==> src/verilog/wdr_pkg.sv <==
// Constants, field layout and types of the watchdog and reset-cause block.
// Assumes one 200 MHz system clock and a plain strobe register port.

package wdr_pkg;

  // ---------------------------------------------------------------
  // Register map
  // ---------------------------------------------------------------
  localparam int ADDR_W = 4;
  localparam int DATA_W = 8;
  localparam logic [3:0] OFS_RESET_CAUSE = 4'h0;
  localparam logic [3:0] OFS_CONTROL = 4'h1;

  localparam int FLD_POWERON = 0;
  localparam int FLD_PIN = 1;
  localparam int FLD_BROWNOUT = 2;
  localparam int FLD_DOG = 3;

  localparam int FLD_SEL_LO = 0;
  localparam int FLD_SEL_HI = 2;
  localparam int FLD_ENABLE = 3;
  localparam int FLD_CHANGE = 4;

  localparam logic [3:0] RST_CAUSE = 4'h1;
  localparam logic [2:0] RST_SEL = 3'h0;
  localparam logic RST_ENABLE = 1'b0;

  // ---------------------------------------------------------------
  // Safety levels
  // ---------------------------------------------------------------
  localparam logic [1:0] LEVEL0 = 2'h0;
  localparam logic [1:0] LEVEL1 = 2'h1;
  localparam logic [1:0] LEVEL2 = 2'h2;

  // ---------------------------------------------------------------
  // Timing
  // ---------------------------------------------------------------
  localparam int PERIOD_BASE_CYC = 16384;
  localparam int CLK_PERIOD_PS = 5000;
  localparam int STARTUP_DELAY_US = 65;
  localparam int STARTUP_CYC = STARTUP_DELAY_US * 1000000 / CLK_PERIOD_PS;
  localparam logic [2:0] CE_WINDOW_CYC = 3'h4;

  typedef enum logic {st_run, st_hold} wdr_state_t;

endpackage : wdr_pkg

==> src/verilog/wdr_watchdog.sv <==
// Watchdog timer with reset-cause flags and fuse-selected safety levels.
// Assumes the watchdog oscillator, pin and brown-out levels and fuses are
// asynchronous to i_mclk; kick and register strobes are i_mclk-synchronous.
//
// The strobed register port and the register offsets are this design's own decisions.
`timescale 1ns/1ps

module wdr_watchdog #(
  parameter int PERIOD_BASE = wdr_pkg::PERIOD_BASE_CYC,
  parameter int STARTUP_CYCLES = wdr_pkg::STARTUP_CYC
) (
  input wire logic i_mclk,
  input wire logic i_reset_n,
  input wire logic i_wdt_osc,
  input wire logic i_kick,
  input wire logic i_pin_reset,
  input wire logic i_brownout,
  input wire logic i_compat_fuse_n,
  input wire logic i_always_on_fuse_n,
  input wire logic [wdr_pkg::ADDR_W-1:0] i_addr,
  input wire logic [wdr_pkg::DATA_W-1:0] i_wdata,
  input wire logic i_wr,
  input wire logic i_rd,
  output logic [wdr_pkg::DATA_W-1:0] o_rdata,
  output logic o_chip_reset,
  output logic o_startup_hold
);

  localparam int HOLD_W = $clog2(STARTUP_CYCLES + 1);

  // ---------------------------------------------------------------
  // Declarations
  // ---------------------------------------------------------------
  logic [4:0] sync1_reg;
  logic [4:0] sync2_reg;
  logic osc_prev_reg;
  logic pin_prev_reg;
  logic brown_prev_reg;
  logic osc_tick;
  logic pin_rise;
  logic brown_rise;

  logic [1:0] level_reg;
  logic [1:0] level_next;
  logic en_reg;
  logic en_next;
  logic [2:0] sel_reg;
  logic [2:0] sel_next;
  logic [2:0] ce_cnt_reg;
  logic [2:0] ce_cnt_next;
  logic ce_active;
  logic en_eff;
  logic ctrl_wr;
  logic cause_wr;

  logic [20:0] cnt_reg;
  logic [20:0] cnt_next;
  logic timeout;
  logic chip_event;
  logic [21:0] period;
  wdr_pkg::wdr_state_t state_reg;
  wdr_pkg::wdr_state_t state_next;
  logic [HOLD_W-1:0] hold_cnt_reg;
  logic [HOLD_W-1:0] hold_cnt_next;
  logic hold_next;
  logic pulse_next;

  logic [3:0] cause_reg;
  logic [3:0] cause_next;
  logic [7:0] rdata_next;

  // ---------------------------------------------------------------
  // Functions
  // ---------------------------------------------------------------
  function automatic logic [21:0] period_of(input logic [2:0] sel);
    period_of = 22'(PERIOD_BASE) << sel;
  endfunction : period_of

  function automatic logic [1:0] level_of(input logic compat_n, input logic always_n);
    if (!always_n) begin
      level_of = wdr_pkg::LEVEL2;
    end else if (!compat_n) begin
      level_of = wdr_pkg::LEVEL0;
    end else begin
      level_of = wdr_pkg::LEVEL1;
    end
  endfunction : level_of

  // ---------------------------------------------------------------
  // Input synchronisers
  // ---------------------------------------------------------------
  // First stage feeds only the second; edges are taken after stage two
  always_ff @(posedge i_mclk) begin
    sync1_reg <= {i_always_on_fuse_n, i_compat_fuse_n, i_brownout, i_pin_reset, i_wdt_osc};
    sync2_reg <= sync1_reg;
  end

  // Prev levels reset high so a level already up at release is no event
  always_ff @(posedge i_mclk) begin
    if (!i_reset_n) begin
      osc_prev_reg <= 1'b1;
      pin_prev_reg <= 1'b1;
      brown_prev_reg <= 1'b1;
    end else begin
      osc_prev_reg <= sync2_reg[0];
      pin_prev_reg <= sync2_reg[1];
      brown_prev_reg <= sync2_reg[2];
    end
  end

  assign osc_tick = sync2_reg[0] & ~osc_prev_reg;
  assign pin_rise = sync2_reg[1] & ~pin_prev_reg;
  assign brown_rise = sync2_reg[2] & ~brown_prev_reg;

  // ---------------------------------------------------------------
  // Control register
  // ---------------------------------------------------------------
  assign ctrl_wr = i_wr && (i_addr == wdr_pkg::OFS_CONTROL);
  assign cause_wr = i_wr && (i_addr == wdr_pkg::OFS_RESET_CAUSE);
  assign ce_active = (ce_cnt_reg != 3'h0);
  assign en_eff = en_reg | (level_reg == wdr_pkg::LEVEL2);
  assign chip_event = timeout | pin_rise | brown_rise;

  always_comb begin
    level_next = level_of(sync2_reg[3], sync2_reg[4]);
    en_next = en_reg;
    sel_next = sel_reg;
    ce_cnt_next = ce_active ? ce_cnt_reg - 3'h1 : 3'h0;
    if (chip_event) begin
      // A chip reset returns the control register to its reset state
      en_next = wdr_pkg::RST_ENABLE;
      sel_next = wdr_pkg::RST_SEL;
      ce_cnt_next = 3'h0;
    end else if (ctrl_wr) begin
      if (i_wdata[wdr_pkg::FLD_ENABLE]) begin
        en_next = 1'b1;
      end else if (ce_active) begin
        en_next = 1'b0;
      end
      if ((level_reg == wdr_pkg::LEVEL0) || ce_active) begin
        sel_next = i_wdata[wdr_pkg::FLD_SEL_HI:wdr_pkg::FLD_SEL_LO];
      end
      // Writing change-enable high reopens the window; low closes it
      ce_cnt_next = i_wdata[wdr_pkg::FLD_CHANGE] ? wdr_pkg::CE_WINDOW_CYC : 3'h0;
    end
  end

  always_ff @(posedge i_mclk) begin
    if (!i_reset_n) begin
      level_reg <= wdr_pkg::LEVEL1;
      en_reg <= wdr_pkg::RST_ENABLE;
      sel_reg <= wdr_pkg::RST_SEL;
      ce_cnt_reg <= 3'h0;
    end else begin
      level_reg <= level_next;
      en_reg <= en_next;
      sel_reg <= sel_next;
      ce_cnt_reg <= ce_cnt_next;
    end
  end

  // ---------------------------------------------------------------
  // Watchdog counter and reset pulse
  // ---------------------------------------------------------------
  assign period = period_of(sel_reg);
  // Kick wins over an expiry in the same cycle
  assign timeout = en_eff && osc_tick && !i_kick && !o_startup_hold &&
                   ({1'b0, cnt_reg} == period - 22'h1);

  always_comb begin
    cnt_next = cnt_reg;
    pulse_next = timeout;
    state_next = state_reg;
    hold_cnt_next = hold_cnt_reg;
    if (!en_eff || i_kick || o_startup_hold || chip_event) begin
      cnt_next = 21'h0;
    end else if (osc_tick) begin
      cnt_next = cnt_reg + 21'h1;
    end
    case (state_reg)
      wdr_pkg::st_run: begin
        if (o_chip_reset) begin
          state_next = wdr_pkg::st_hold;
          hold_cnt_next = HOLD_W'(STARTUP_CYCLES - 1);
        end
      end
      wdr_pkg::st_hold: begin
        if (hold_cnt_reg == '0) begin
          state_next = wdr_pkg::st_run;
        end else begin
          hold_cnt_next = hold_cnt_reg - HOLD_W'(1);
        end
      end
      default: begin
        state_next = wdr_pkg::st_run;
      end
    endcase
    hold_next = (state_next == wdr_pkg::st_hold);
  end

  always_ff @(posedge i_mclk) begin
    if (!i_reset_n) begin
      cnt_reg <= 21'h0;
      o_chip_reset <= 1'b0;
      state_reg <= wdr_pkg::st_run;
      hold_cnt_reg <= '0;
      o_startup_hold <= 1'b0;
    end else begin
      cnt_reg <= cnt_next;
      o_chip_reset <= pulse_next;
      state_reg <= state_next;
      hold_cnt_reg <= hold_cnt_next;
      o_startup_hold <= hold_next;
    end
  end

  // ---------------------------------------------------------------
  // Reset-cause flags and read port
  // ---------------------------------------------------------------
  // Software clears by writing zero; a set in the same cycle wins
  always_comb begin
    cause_next = cause_reg;
    if (cause_wr) begin
      cause_next = cause_reg & i_wdata[3:0];
    end
    if (timeout) begin
      cause_next[wdr_pkg::FLD_DOG] = 1'b1;
    end
    if (brown_rise) begin
      cause_next[wdr_pkg::FLD_BROWNOUT] = 1'b1;
    end
    if (pin_rise) begin
      cause_next[wdr_pkg::FLD_PIN] = 1'b1;
    end
    rdata_next = 8'h00;
    if (i_rd) begin
      case (i_addr)
        wdr_pkg::OFS_RESET_CAUSE: rdata_next = {4'h0, cause_reg};
        wdr_pkg::OFS_CONTROL: rdata_next = {3'h0, ce_active, en_eff, sel_reg};
        default: rdata_next = 8'h00;
      endcase
    end
  end

  // Power-on reset leaves only the power-on flag set
  always_ff @(posedge i_mclk) begin
    if (!i_reset_n) begin
      cause_reg <= wdr_pkg::RST_CAUSE;
      o_rdata <= 8'h00;
    end else begin
      cause_reg <= cause_next;
      o_rdata <= rdata_next;
    end
  end
endmodule : wdr_watchdog

==> config.mk <==
export PLATFORM = sky130hd
export DESIGN_NAME = wdr_watchdog
export DESIGN_NICKNAME = d
export VERILOG_FILES = /design/src/verilog/wdr_pkg.sv /design/src/verilog/wdr_watchdog.sv
export SDC_FILE = /design/constraint.sdc
export NUM_CORES = 1
export LEC_CHECK = 0
export BUFFER_PORTS_ARGS = -buffer_cell sky130_fd_sc_hd__buf_2
export CELL_PAD_IN_SITES_DETAIL_PLACEMENT = 0
export CELL_PAD_IN_SITES_GLOBAL_PLACEMENT = 1
export CORE_ASPECT_RATIO = 0.8
export CORE_MARGIN = 3
export CORE_UTILIZATION = 40
export CTS_BUF_LIST = sky130_fd_sc_hd__clkbuf_4
export DETAILED_ROUTE_END_ITERATION = 10
export GPL_TIMING_DRIVEN = 1
export HOLD_SLACK_MARGIN = 0.08
export PLACE_DENSITY_LB_ADDON = 0.1
export SLEW_MARGIN = 10
export SYNTH_ARGS = -nofsm -noshare
export SYNTH_HDL_FRONTEND = slang
export SYNTH_SLANG_ARGS = --single-unit
==> constraint.sdc <==
create_clock -name i_mclk -period 1.8 [get_ports i_mclk]
set_clock_uncertainty 0.15 [all_clocks]
set_input_delay 0.27 -clock i_mclk [delete_from_list [all_inputs] [get_ports i_mclk]]
set_output_delay 0.27 -clock i_mclk [all_outputs]
set_load 0.05 [all_outputs]
==> metrics.md <==
| Metric | Value |
|---|---|
| CTS sink count | `68` |
| Htree depth | `3` |
| Seq pwr share | `0.546` |
| Top cells by area, synth | `dfxtp_1 (44%), xor2_1 (4.2%), a211oi_1 (3.4%)` |
| R2r setup slk | `-0.13 ns` |
| Switching part of the total | `0.227` |
| RR Endpoint | `hold_cnt_reg[11]$_SDFFE_PN0P_` |
| Starting Density | `0.416` |
| Max reg flops | `21` |
| Xor and xnor area share after synthesis | `0.0621` |
| Yosys reg bits | `68` |
| Post-synth EDFFs | `0` |
| Failing checks | `setup timing` |
| Worst-skew pair later-pin latency | `0.42 ns` |
| Design area | `0.00458 mm^2` |
| CTS tree | `yes` |
| RePlAce Congestion | `0.749` |
| Placed Cells | `507` |
| Initial antenna violation count | `0` |
| Hold depth | `4` |
| Critical Path Sink Type | `flip-flop` |
| Fin cells | `549` |
| Net Switching | `636 uW` |
| First-pass DRT Iterations | `5` |
| Combinational power share | `0.055` |
| Worst EP required | `2.01 ns` |
| Leakage | `0.00181 uW` |
| Critical path type | `reg2reg` |
| # setup viols final | `24` |
| Post-synth top area share | `0.439` |
| Fin Setup TNS | `-1.93 ns` |
| Worst Hold End | `o_rdata[1]$_SDFF_PN0_` |
| I/O Pins | `32` |
| CTS root buffer | `clkbuf_4` |
| Most common flop cell mapped by yosys | `dfxtp_1` |
| Clock transition at the registers of the reported paths | `0.12 ns` |
| Post-synthesis adder-cell area fraction | `0.0202` |
| Clk pwr share | `0.399` |
| Power Internal | `2160 uW` |
| Max cap viols | `0` |
| Port-buffer cells | `25` |
| Reg2reg start | `state_reg$_SDFF_PN0_` |
| Hold Violations, Final | `0` |
| Diode count | `0` |
| Most common cell after layout, fill and taps aside | `buf_4` |
| Period utilization | `1.07` |
| Post-Synth Simple-Gate Area | `0.249` |
| Hold Crit Class | `in2reg` |
| Num rows | `28` |
| Crit path DAT | `2.14 ns` |
| Post-Route WL | `7440 um` |
| Minimum clock period | `1.93 ns` |
| Overall routing resource usage | `0.174` |
| Pwr dens | `611 mW/mm^2` |
| Share of layout cells above drive strength 1 | `0.437` |
| Post-synthesis cell type count | `56` |
| Synthesized cell area | `0.00310 mm^2` |
| Chip width | `104 um` |
| Largest net degree at the start of global routing | `18` |
| Hold Crit Start | `i_rd` |
| Core region area | `0.00746 mm^2` |
| Area grow syn2layout | `47.6%` |
| Die H | `84.8 um` |
| Final worst slack | `-0.132 ns` |
| Post-synth top area cell | `dfxtp_1` |
| Vias in the first global route | `2592` |
| Number of vias in the routed layout | `2695` |
| Largest family of logic cells by synthesized area | `simple AND/OR/NAND/NOR gates` |
| Final nets | `467` |
| HPWL after DPL | `4990 um` |
| Drt initial violations | `71` |
| Startpoint Class | `flip-flop` |
| CP Max Fanout | `2` |
| Portion of netlist area occupied by mux cells | `0.0331` |
| Max Root-Sink Buffers | `2` |
| Max-slew violations | `0` |
| Warnings from Yosys | `0` |
| Post-Syn Instances | `330` |
| Register area share after synthesis | `0.439` |
| Post-DRT Antenna Nets | `0` |
| Compound-gate portion of the synthesized area | `0.146` |
| Die Footprint | `0.00886 mm^2` |
| Max frequency | `0.518 GHz` |
| First-pass GRT wire length | `12500 um` |
| Most frequent cells in the layout | `buf_4 (68), dfxtp_1 (52), buf_2 (25)` |
| Async set-reset flop share out of synthesis | `0` |
| RSZ-0062 raised after global routing | `true` |
| Residual DRC | `0` |
| TritonCTS buffer count | `9` |
| Avg Cell Area, Syn | `9.40 um^2` |
| Worst VDD drop | `511 uV` |
| Post-DP Area | `0.00383 mm^2` |
| Status | `complete, but fails checks` |
| Drt wl/cell | `13.6 um` |
| GR Overflow Total | `0` |
| Layout Utilization | `0.614` |
| Worst r2r path cells | `5` |
| Via/cell ratio | `4.91` |
logic make-up after synthesis:
family,Yosys count
DFF,68
AOI/OAI and AO/OA,60
muxes,10
buffers and inverters,31
and+or+nand+nor,133
other,1
adders and majority gates,5
xor gates and xnor gates,22
cells in the mapped netlist (all sizes together) (2+ instances only):
master / instances
and3: 8
xnor2: 7
or3: 2
a211oi: 15
mux2: 2
buf: 11
nand2: 25
or4: 8
ha: 5
and4b: 2
nor3: 7
inv: 10
xor2: 15
nand2b: 9
mux2i: 8
a21oi: 8
nor4b: 3
and2: 2
nand3: 13
clkbuf: 10
a31oi: 5
nor2b: 3
nor3b: 2
nand4: 8
nor2: 28
o211ai: 4
dfxtp: 68
a2111oi: 3
o21ai: 15
or2: 2
o21a: 4
a311oi: 2
nor4: 7
through the flow:
| step | total power (uW) | hold WS (ns) | worst slack (ns) |
|---|---|---|---|
| floorplan | 1630 | 0.148 | -0.246 |
| global placement | 1680 | 0.161 | -0.137 |
| detailed placement | 1680 | 0.163 | -0.275 |
| CTS | 2830 | 0.161 | -0.132 |
| global route | 2910 | 0.193 | -0.208 |
| finish | 2800 | 0.169 | -0.132 |
per-layer routing:
layer  vias to the layer above  track usage  part of all wire
met5                         -            0                 0
met3                         4       0.0584             0.043
met1                      1244        0.231              0.50
met2                        42        0.274              0.45
li1                       1405            -                 -
met4                         0       0.0374            0.0066
worst max-delay path: stages, from the launching register on:
cell and delay [ns]:
dfxtp_4 0.35, or3b_4 0.37, or4_4 0.44, a211oi_4 0.18, mux2_4 0.32, nor2_2 0.07
power groups by stage:
stage	Clock [uW]	Sequential [uW]	Combinational [uW]
final	1120	1530	154
after global routing	1220	1530	168
after CTS	1150	1530	145
after detailed placement	0	1570	113
after global placement	0	1570	114
after floorplan	0	1570	68.4
repair_timing:
| action | in CTS | in global routing |
|---|---|---|
| setup buffers | 6 | 3 |
| pin swaps | 4 | 15 |
| endpoints found under the hold margin | 22 | 0 |
| hold buffers | 18 | 0 |
| setup endpoints to repair | 31 | 37 |
| resized for setup | 30 | 56 |
final cells by class:
| type | count | area (um^2) |
|---|---|---|
| clock buffer | 10 | 75.1 |
| clock inverter | 5 | 77.6 |
| fill | 676 | 2880 |
| inverter | 10 | 37.5 |
| multi-input combinational | 233 | 1950 |
| sequential | 68 | 1400 |
| tap | 105 | 131 |
| timing repair buffer | 118 | 912 |
worst max path at each step:
stage / startpoint / end / cells after the start
6_report: state_reg$_SDFF_PN0_ / hold_cnt_reg[11]$_SDFFE_PN0P_ / 5
5_1_grt: hold_cnt_reg[0]$_SDFFE_PN0P_ / hold_cnt_reg[11]$_SDFFE_PN0P_ / 5
4_1_cts: state_reg$_SDFF_PN0_ / hold_cnt_reg[11]$_SDFFE_PN0P_ / 5
3_5_place_dp: sel_reg[2]$_SDFFE_PP0P_ / cnt_reg[17]$_SDFFE_PP0P_ / 6
3_3_place_gp: sel_reg[1]$_SDFFE_PP0P_ / ce_cnt_reg[1]$_SDFF_PP0_ / 6
2_1_floorplan: state_reg$_SDFF_PN0_ / hold_cnt_reg[11]$_SDFFE_PN0P_ / 5
No activity file was read; power rests on OpenSTA's default activity.
